[src/hdl/sfc_pkg.sv]
// constants for the secure state fault checks block
package sfc_pkg;

	// apb register byte offsets
	localparam logic [11:0] SFC_OFS_CTRL = 12'h000;
	localparam logic [11:0] SFC_OFS_STATE = 12'h004;
	localparam logic [11:0] SFC_OFS_INT_STATUS = 12'h008;
	localparam logic [11:0] SFC_OFS_INT_MASK = 12'h00c;
	localparam logic [11:0] SFC_OFS_FAULT_COUNT = 12'h010;

	// control register field positions
	localparam int SFC_CTRL_THREAD_REENTRY_BLOCK = 0;
	localparam int SFC_CTRL_FAULT_NMI_TO_NONSECURE = 1;
	localparam int SFC_CTRL_FP_CONTEXT_SECURE = 2;
	localparam int SFC_CTRL_FP_CLEAR_ON_RETURN = 3;
	localparam int SFC_CTRL_FP_CLEAR_ON_RETURN_LOCK = 4;
	localparam int SFC_CTRL_W = 5;

	// interrupt status and mask field positions
	localparam int SFC_EV_INVALID_ENTRY = 0;
	localparam int SFC_EV_MEM_MANAGE = 1;
	localparam int SFC_EV_NS_PREEMPT = 2;
	localparam int SFC_EV_FP_CLEAR = 3;
	localparam int SFC_EV_W = 4;

	// state register field positions
	localparam int SFC_ST_GATEWAY_BLOCKED = 0;
	localparam int SFC_ST_FP_VIEW_BLOCKED = 1;
	localparam int SFC_ST_PREEMPT_OPEN = 2;
	localparam int SFC_ST_LAST_FAULT_LO = 4;
	localparam int SFC_ST_LAST_FAULT_HI = 5;

	// fault counter field positions
	localparam int SFC_CNT_ENTRY_LO = 0;
	localparam int SFC_CNT_MM_LO = 8;

	// reset values
	localparam logic [SFC_CTRL_W-1:0] SFC_CTRL_RST = 5'h00;
	localparam logic [SFC_EV_W-1:0] SFC_EV_RST = 4'h0;
	localparam logic [7:0] SFC_CNT_RST = 8'h00;

	// register select codes
	typedef enum logic [2:0] {
		SFC_SEL_NONE,
		SFC_SEL_CTRL,
		SFC_SEL_STATE,
		SFC_SEL_INT_STATUS,
		SFC_SEL_INT_MASK,
		SFC_SEL_FAULT_COUNT
	} sfc_sel_e;

	// last fault kind kept in the state register
	typedef enum logic [1:0] {
		SFC_LAST_NONE,
		SFC_LAST_INVALID_ENTRY,
		SFC_LAST_MEM_MANAGE
	} sfc_last_e;

endpackage : sfc_pkg

[src/hdl/sfc_secure_checks.sv]
// secure state fault checks: gateway reentry, exec-never, preemption, fp context
`timescale 1ns/1ps

module sfc_secure_checks
	import sfc_pkg::*;
#(
	parameter int CNT_W = 8
) (
	// apb slave
	input wire logic pclk,
	input wire logic presetn,
	input wire logic psel,
	input wire logic penable,
	input wire logic pwrite,
	input wire logic [11:0] paddr,
	input wire logic [31:0] pwdata,
	output logic [31:0] prdata,
	output logic pready,
	output logic pslverr,
	// secure gateway entry
	input wire logic secure_gateway_instr,
	input wire logic thread_mode,
	input wire logic exc_frame_present,
	output logic gateway_commit,
	output logic invalid_entry_fault,
	// instruction fetch permission
	input wire logic fetch_valid,
	input wire logic fetch_priv_exec_never,
	input wire logic privileged,
	output logic memory_management_fault,
	// nonsecure exception preemption
	input wire logic ns_exc_req,
	input wire logic ns_exc_nmi_class,
	input wire logic secure_context,
	input wire logic in_severe_fault_handler,
	output logic ns_preempt_grant,
	// floating point context
	input wire logic ns_state,
	input wire logic fp_owner_secure,
	input wire logic exception_return_code,
	input wire logic return_from_secure,
	output logic fp_ns_view_block,
	output logic fp_context_clear,
	// interrupt
	output logic irq
);

	// register state
	logic [SFC_CTRL_W-1:0] ctrl_r;
	logic [SFC_EV_W-1:0] int_status_r;
	logic [SFC_EV_W-1:0] int_mask_r;
	logic [CNT_W-1:0] entry_cnt_r;
	logic [CNT_W-1:0] mm_cnt_r;
	sfc_last_e last_fault_r;
	logic [31:0] rdata_nxt;
	logic rd_err_nxt;

	// decoded controls
	logic reentry_block_on;
	logic fault_nmi_to_nonsecure;
	logic fp_context_secure;
	logic fp_clear_on_return;
	logic fp_clear_on_return_lock;

	// event strobes
	logic reentry_armed;
	logic reentry_hit;
	logic exec_never_hit;
	logic preempt_open;
	logic preempt_ev;
	logic fp_clear_hit;
	logic [SFC_EV_W-1:0] ev_set;
	logic [SFC_EV_W-1:0] status_clr;

	// bus strobes
	logic apb_setup;
	logic apb_access;
	logic apb_wr;
	logic wr_ctrl;
	logic wr_mask;
	logic wr_status;
	logic wr_count;
	sfc_sel_e sel;

	// map a byte address onto a register select
	function automatic sfc_sel_e sfc_decode(input logic [11:0] addr);
		sfc_sel_e s;
		s = SFC_SEL_NONE;
		case (addr)
			SFC_OFS_CTRL: s = SFC_SEL_CTRL;
			SFC_OFS_STATE: s = SFC_SEL_STATE;
			SFC_OFS_INT_STATUS: s = SFC_SEL_INT_STATUS;
			SFC_OFS_INT_MASK: s = SFC_SEL_INT_MASK;
			SFC_OFS_FAULT_COUNT: s = SFC_SEL_FAULT_COUNT;
			default: s = SFC_SEL_NONE;
		endcase
		return s;
	endfunction : sfc_decode

	// saturating increment of a fault counter
	function automatic logic [CNT_W-1:0] sfc_sat_inc(input logic [CNT_W-1:0] v);
		logic [CNT_W-1:0] r;
		r = v;
		if (v != {CNT_W{1'b1}}) begin
			r = v + {{(CNT_W-1){1'b0}}, 1'b1};
		end
		return r;
	endfunction : sfc_sat_inc

	// write strobe for one register select
	function automatic logic sfc_wr_hit(input logic wr, input sfc_sel_e s, input sfc_sel_e t);
		return wr && (s == t);
	endfunction : sfc_wr_hit

	// control fields
	assign reentry_block_on = ctrl_r[SFC_CTRL_THREAD_REENTRY_BLOCK];
	assign fault_nmi_to_nonsecure = ctrl_r[SFC_CTRL_FAULT_NMI_TO_NONSECURE];
	assign fp_context_secure = ctrl_r[SFC_CTRL_FP_CONTEXT_SECURE];
	assign fp_clear_on_return = ctrl_r[SFC_CTRL_FP_CLEAR_ON_RETURN];
	assign fp_clear_on_return_lock = ctrl_r[SFC_CTRL_FP_CLEAR_ON_RETURN_LOCK];

	// apb phases; the slave never waits
	assign apb_setup = psel & ~penable;
	assign apb_access = psel & penable;
	assign apb_wr = apb_access & pwrite & ~pslverr;
	assign sel = sfc_decode(paddr);
	assign pready = 1'b1;

	// write strobes, one per writable register
	assign wr_ctrl = sfc_wr_hit(apb_wr, sel, SFC_SEL_CTRL);
	assign wr_mask = sfc_wr_hit(apb_wr, sel, SFC_SEL_INT_MASK);
	assign wr_status = sfc_wr_hit(apb_wr, sel, SFC_SEL_INT_STATUS);
	assign wr_count = sfc_wr_hit(apb_wr, sel, SFC_SEL_FAULT_COUNT);

	// write-one-to-clear mask for the sticky status
	assign status_clr = {SFC_EV_W{wr_status}} & pwdata[SFC_EV_W-1:0];

	// reentry armed: block on, thread mode, frame on the current stack
	assign reentry_armed = reentry_block_on & thread_mode & exc_frame_present;
	// gateway reentry: only thread mode entries look at the stack frame
	assign reentry_hit = secure_gateway_instr & reentry_armed;

	// privileged fetch from exec-never memory
	assign exec_never_hit = fetch_valid & fetch_priv_exec_never & privileged;

	// preemption of secure code by nonsecure exceptions
	always_comb begin
		preempt_open = 1'b1;
		if (secure_context) begin
			// severe fault handler is never preempted from the nonsecure side
			preempt_open = fault_nmi_to_nonsecure & ns_exc_nmi_class
				& ~in_severe_fault_handler;
		end
	end
	assign ns_preempt_grant = ns_exc_req & preempt_open;
	// only a grant that interrupts secure code is logged
	assign preempt_ev = ns_preempt_grant & secure_context;

	// secure fp values are hidden while nonsecure code runs
	assign fp_ns_view_block = fp_context_secure & fp_owner_secure & ns_state;

	// fp clear on return; the lock copy covers returns out of secure code
	assign fp_clear_hit = exception_return_code & (fp_clear_on_return
		| (fp_clear_on_return_lock & return_from_secure));

	// event vector into the sticky status
	always_comb begin
		ev_set = SFC_EV_RST;
		ev_set[SFC_EV_INVALID_ENTRY] = reentry_hit;
		ev_set[SFC_EV_MEM_MANAGE] = exec_never_hit;
		ev_set[SFC_EV_NS_PREEMPT] = preempt_ev;
		ev_set[SFC_EV_FP_CLEAR] = fp_clear_hit;
	end

	// gateway commit, one cycle after the instruction
	always_ff @(posedge pclk or negedge presetn) begin
		if (!presetn) begin
			gateway_commit <= 1'b0;
		end else begin
			// a faulting entry never commits the state change
			gateway_commit <= secure_gateway_instr & ~reentry_hit;
		end
	end

	// invalid entry fault pulse, one cycle after the instruction
	always_ff @(posedge pclk or negedge presetn) begin
		if (!presetn) begin
			invalid_entry_fault <= 1'b0;
		end else begin
			invalid_entry_fault <= reentry_hit;
		end
	end

	// exec-never fault pulse
	always_ff @(posedge pclk or negedge presetn) begin
		if (!presetn) begin
			memory_management_fault <= 1'b0;
		end else begin
			memory_management_fault <= exec_never_hit;
		end
	end

	// fp context clear pulse
	always_ff @(posedge pclk or negedge presetn) begin
		if (!presetn) begin
			fp_context_clear <= 1'b0;
		end else begin
			fp_context_clear <= fp_clear_hit;
		end
	end

	// control register
	always_ff @(posedge pclk or negedge presetn) begin
		if (!presetn) begin
			ctrl_r <= SFC_CTRL_RST;
		end else if (wr_ctrl) begin
			ctrl_r <= pwdata[SFC_CTRL_W-1:0];
		end
	end

	// interrupt mask register
	always_ff @(posedge pclk or negedge presetn) begin
		if (!presetn) begin
			int_mask_r <= SFC_EV_RST;
		end else if (wr_mask) begin
			int_mask_r <= pwdata[SFC_EV_W-1:0];
		end
	end

	// sticky status bits, write one to clear, a new event wins
	generate
		for (genvar i = 0; i < SFC_EV_W; i++) begin : g_status
			always_ff @(posedge pclk or negedge presetn) begin
				if (!presetn) begin
					int_status_r[i] <= 1'b0;
				end else if (ev_set[i]) begin
					int_status_r[i] <= 1'b1;
				end else if (status_clr[i]) begin
					int_status_r[i] <= 1'b0;
				end
			end
		end
	endgenerate

	// level interrupt from unmasked status
	assign irq = |(int_status_r & int_mask_r);

	// invalid entry counter, cleared by any write to its register; clear wins
	always_ff @(posedge pclk or negedge presetn) begin
		if (!presetn) begin
			entry_cnt_r <= CNT_W'(SFC_CNT_RST);
		end else if (wr_count) begin
			entry_cnt_r <= CNT_W'(SFC_CNT_RST);
		end else if (reentry_hit) begin
			entry_cnt_r <= sfc_sat_inc(entry_cnt_r);
		end
	end

	// exec-never counter, cleared together with the entry counter
	always_ff @(posedge pclk or negedge presetn) begin
		if (!presetn) begin
			mm_cnt_r <= CNT_W'(SFC_CNT_RST);
		end else if (wr_count) begin
			mm_cnt_r <= CNT_W'(SFC_CNT_RST);
		end else if (exec_never_hit) begin
			mm_cnt_r <= sfc_sat_inc(mm_cnt_r);
		end
	end

	// most recent fault kind; entry fault takes priority on a tie
	always_ff @(posedge pclk or negedge presetn) begin
		if (!presetn) begin
			last_fault_r <= SFC_LAST_NONE;
		end else if (reentry_hit) begin
			last_fault_r <= SFC_LAST_INVALID_ENTRY;
		end else if (exec_never_hit) begin
			last_fault_r <= SFC_LAST_MEM_MANAGE;
		end
	end

	// read mux, evaluated in the setup phase
	always_comb begin
		rdata_nxt = 32'h0000_0000;
		rd_err_nxt = 1'b0;
		case (sel)
			SFC_SEL_CTRL: begin
				rdata_nxt[SFC_CTRL_W-1:0] = ctrl_r;
			end
			SFC_SEL_STATE: begin
				rdata_nxt[SFC_ST_GATEWAY_BLOCKED] = reentry_armed;
				rdata_nxt[SFC_ST_FP_VIEW_BLOCKED] = fp_ns_view_block;
				rdata_nxt[SFC_ST_PREEMPT_OPEN] = preempt_open;
				rdata_nxt[SFC_ST_LAST_FAULT_HI:SFC_ST_LAST_FAULT_LO] = last_fault_r;
			end
			SFC_SEL_INT_STATUS: begin
				rdata_nxt[SFC_EV_W-1:0] = int_status_r;
			end
			SFC_SEL_INT_MASK: begin
				rdata_nxt[SFC_EV_W-1:0] = int_mask_r;
			end
			SFC_SEL_FAULT_COUNT: begin
				rdata_nxt[SFC_CNT_ENTRY_LO +: CNT_W] = entry_cnt_r;
				rdata_nxt[SFC_CNT_MM_LO +: CNT_W] = mm_cnt_r;
			end
			default: begin
				rd_err_nxt = 1'b1;
			end
		endcase
	end

	// read data captured at setup, held through the access; writes read zero
	always_ff @(posedge pclk or negedge presetn) begin
		if (!presetn) begin
			prdata <= 32'h0000_0000;
		end else if (apb_setup) begin
			prdata <= pwrite ? 32'h0000_0000 : rdata_nxt;
		end
	end

	// error captured at setup, dropped once the slave is deselected
	always_ff @(posedge pclk or negedge presetn) begin
		if (!presetn) begin
			pslverr <= 1'b0;
		end else if (apb_setup) begin
			pslverr <= rd_err_nxt;
		end else if (!psel) begin
			pslverr <= 1'b0;
		end
	end

endmodule : sfc_secure_checks
[config.mk]
export PLATFORM = sky130hd
export DESIGN_NAME = sfc_secure_checks
export DESIGN_NICKNAME = d
export VERILOG_FILES = /design/src/hdl/sfc_pkg.sv /design/src/hdl/sfc_secure_checks.sv
export SDC_FILE = /design/constraint.sdc
export NUM_CORES = 1
export LEC_CHECK = 0
export ABC_AREA = 1
export CAP_MARGIN = 20
export CORE_MARGIN = 1.5
export CORE_UTILIZATION = 40
export DETAILED_ROUTE_END_ITERATION = 10
export DONT_BUFFER_PORTS = 1
export PLACE_DENSITY_LB_ADDON = 0.2
export SYNTH_ARGS = -nofsm -noshare
export SYNTH_HDL_FRONTEND = slang
export SYNTH_SLANG_ARGS = --single-unit
export TNS_END_PERCENT = 100
[constraint.sdc]
create_clock -name pclk -period 1.45 [get_ports pclk]
set_input_delay 0.0725 -clock pclk [delete_from_list [all_inputs] [get_ports pclk]]
set_output_delay 0.0725 -clock pclk [all_outputs]
set_load 0.02 [all_outputs]
==> impl_metrics.json <==
{
  "hold_viol": 0,
  "yosysSeqAreaShare": 0.448,
  "worst_slack_ns": 0.117,
  "reg2reg_to": "pslverr",
  "cts_buffer_depth": 2,
  "ys_ff_latch": 52,
  "io_pins": 104,
  "avgSynthCellArea_sq_um": 7.64,
  "io_buffers": 0,
  "dieArea_sq_mm": 0.00778,
  "cts_buffers": 5,
  "endpoint_kind": "flop",
  "grt_max_degree": 53,
  "maxSlewViolCount": 0,
  "holdPathStages": 4,
  "cap_violations": 0,
  "setup_viol": 0,
  "dpl.hpwl_mm": 4.90,
  "ff_latch_area_sq_mm": 0.00130,
  "maxSlewHeadroom": 0.664,
  "n_antenna_cell": 0,
  "drtIter0Drc": 111,
  "grt_pass1_vias": 2241,
  "min-delay-start": "psel",
  "yosys_warnings": 0,
  "cp-startpoint": "pslverr",
  "fin_nets": 478,
  "grt_pass1_wl_mm": 10.8,
  "worstHoldEndpoint": "pslverr",
  "top_usage_layer": "met2",
  "wl_per_cell_um": 12.9,
  "start_util": 0.420,
  "ir_drop_mv": 0.380,
  "use_met1": 0.259,
  "drive_gt1_frac": 0.123,
  "fmax_ghz": 0.750,
  "holdWs_ns": 0.0233,
  "met3_usage": 0.0330,
  "die_w_um": 88.2,
  "cts_tree": "done",
  "h-tree-depth": 2,
  "dp_cells": 480,
  "ys_types": 28,
  "vias_per_cell": 4.74,
  "grt_setup_unrepaired": "yes",
  "clockRootBuffer": "clkbuf_8",
  "met2_usage": 0.284,
  "crit_type": "flop to flop",
  "worstPathArrival_ns": 1.54,
  "ant_nets": 0,
  "path_max_fanout": 2,
  "power_mw": 2.88,
  "min_path_type": "input pin to flop",
  "overflow": 0,
  "gp_congestion": 0.834,
  "dpl_worst_slack_ns": 0.0482,
  "clock-sinks": 52,
  "start_kind": "flop",
  "worstPathCellList": "buf_4 > nand3_1 > dlygate4sd3_1 > nand2_1",
  "p_leak_nw": 1.74,
  "clk_pin_slew_ns": 0.09,
  "die_h_um": 88.2,
  "n_fill_cell": 696,
  "track_usage": 0.181,
  "power_density_mw_per_mm2": 860,
  "drc": 0,
  "r2r-start": "pslverr",
  "cpPeakStageDelay_ns": 0.56,
  "period_share": 0.919,
  "period_minus_slack_ns": 1.33,
  "drtPass1Iterations": 4,
  "antenna_found_initial": 0,
  "vias": 2418,
  "worst_slew_pin_slew_ns": 0.503,
  "reg2reg_depth": 4,
  "outcome": "complete, no violations",
  "routed_wirelength_mm": 6.57,
  "final_cell_count_no_fill": 510,
  "crit_required_ns": 1.66,
  "slowest_stage": "dlygate4sd3_1",
  "skew_ns": 0.00447,
  "worst-r2r-setup-slack_ns": 0.12,
  "syn_inst": 380,
  "syn_to_final_growth_pct": 15.4,
  "netlist_area_sq_mm": 0.00290,
  "clk_latency_ns": 0.31,
  "core_sq_mm": 0.00691,
  "rows": 30,
  "setup_tns_ns": 0,
  "multi_input_area_sq_mm": 0.00136
}
logic make-up (layout without fill, tap and decap cells):
family	count (synthesis)	count (layout)	share of synthesized area
flip-flops	52	52	0.448
AND/OR/NAND/NOR	214	214	0.330
XOR/XNOR	6	6	0.0181
AO/OA/AOI/OAI	37	37	0.0819
other	2	17	0.00259
adder cells (fa/ha/maj)	2	2	0.00862
buffers and inverters	67	86	0.111
cells in the mapped netlist:
cell type / number / area share
conb_1: 2 / 0.0026
xor2_1: 6 / 0.018
buf_2: 2 / 0.0034
nand4_1: 5 / 0.011
nor2_2: 3 / 0.0065
dfrtp_1: 52 / 0.45
or2_4: 1 / 0.0030
o21ai_1: 10 / 0.017
ha_1: 2 / 0.0086
nand3_2: 3 / 0.010
buf_4: 18 / 0.047
inv_2: 5 / 0.0065
o21ai_0: 10 / 0.017
a21oi_4: 1 / 0.0056
a21o_1: 1 / 0.0026
nor2_1: 29 / 0.037
a21boi_0: 1 / 0.0026
nor3_1: 7 / 0.012
nor2_4: 5 / 0.019
inv_1: 42 / 0.054
nand3b_1: 1 / 0.0026
a21oi_2: 1 / 0.0030
nand2_1: 124 / 0.16
nand4_2: 1 / 0.0043
nand3_1: 29 / 0.050
nand2_2: 5 / 0.011
and3_1: 1 / 0.0022
o31ai_1: 13 / 0.034
metrics by stage:
step                      utilization  area, sq um
after floorplan                     -         2960
after global placement          0.435         3000
after detailed placement        0.435         3000
after CTS                       0.478         3300
after global routing            0.485         3350
final                           0.485         3350
power by group:
group	switching [mW]	total, mW	internal (mW)	leakage (nW)
combinational	0.282	0.440	0.157	1.02
clock	0.488	0.877	0.389	0.0445
sequential	0.0546	1.56	1.51	0.677
flip-flops by register name, summed over array words and instances, names as in the netlist:
| register | flops |
|---|---|
| prdata | 16 |
| pslverr | 1 |
| int_mask_r | 4 |
| mm_cnt_r | 8 |
| entry_cnt_r | 8 |
| memory_management_fault | 1 |
| invalid_entry_fault | 1 |
| last_fault_r | 2 |
| gateway_commit | 1 |
| fp_context_clear | 1 |
| ctrl_r | 5 |
| int_status_r | 4 |
cell type report:
cell class                 count  share of cell area
sequential                    52               0.388
clock inverter                 1             0.00224
clock buffer                   7              0.0258
inverter                      47              0.0527
tap                           96              0.0358
timing repair buffer          31              0.0889
multi-input combinational    276               0.406
critical path: cells and delay by family (launching register included):
family                 cells  cell delay, ns
buffers and inverters      2            0.72
and+or+nand+nor            2            0.13
DFF                        1            0.39
layout by cell type, fill, tap and decap left out, types with 2 or more instances in the layout:
| cell type | synthesis | routed |
|---|---|---|
| o31ai_1 | 13 | 13 |
| o21ai_0 | 10 | 9 |
| dfrtp_1 | 52 | 52 |
| inv_1 | 42 | 42 |
| nand2_1 | 124 | 122 |
| nor2_1 | 29 | 27 |
| nand2_2 | 5 | 7 |
| nand4_1 | 5 | 5 |
| nand3_2 | 3 | 4 |
| nor2_4 | 5 | 5 |
| nor2_2 | 3 | 5 |
| a21oi_4 | 1 | 2 |
| xor2_1 | 6 | 6 |
| conb_1 | 2 | 17 |
| dlygate4sd3_1 | 0 | 18 |
| clkbuf_8 | 0 | 6 |
| buf_4 | 18 | 12 |
| inv_2 | 5 | 5 |
| nand3_1 | 29 | 28 |
| o21ai_1 | 10 | 11 |
| nor3_1 | 7 | 7 |
how the worst max path moves through the flow:
| stage | to | slack [ns] |
|---|---|---|
| final | pslverr | 0.12 |
| after global routing | mm_cnt_r[6] | -0.02 |
| after CTS | mm_cnt_r[4] | 0.04 |
| after detailed placement | mm_cnt_r[4] | 0.05 |
| after global placement | mm_cnt_r[4] | 0.09 |
| after floorplan | mm_cnt_r[4] | 0.16 |
metal layers:
metal	up-vias	part of all wire
li1	1232	-
met1	1115	0.50
met2	65	0.44
met3	6	0.048
met4	0	0.011
met5	-	0
what timing repair did:
item / 4_1_cts / 5_1_grt
hold buffers: 19 / 0
setup endpoints to repair: 0 / 11
hold endpoints to repair: 73 / 0
setup buffers: 0 / 3
resized for setup: 0 / 8
No activity file was read; power rests on OpenSTA's default activity.
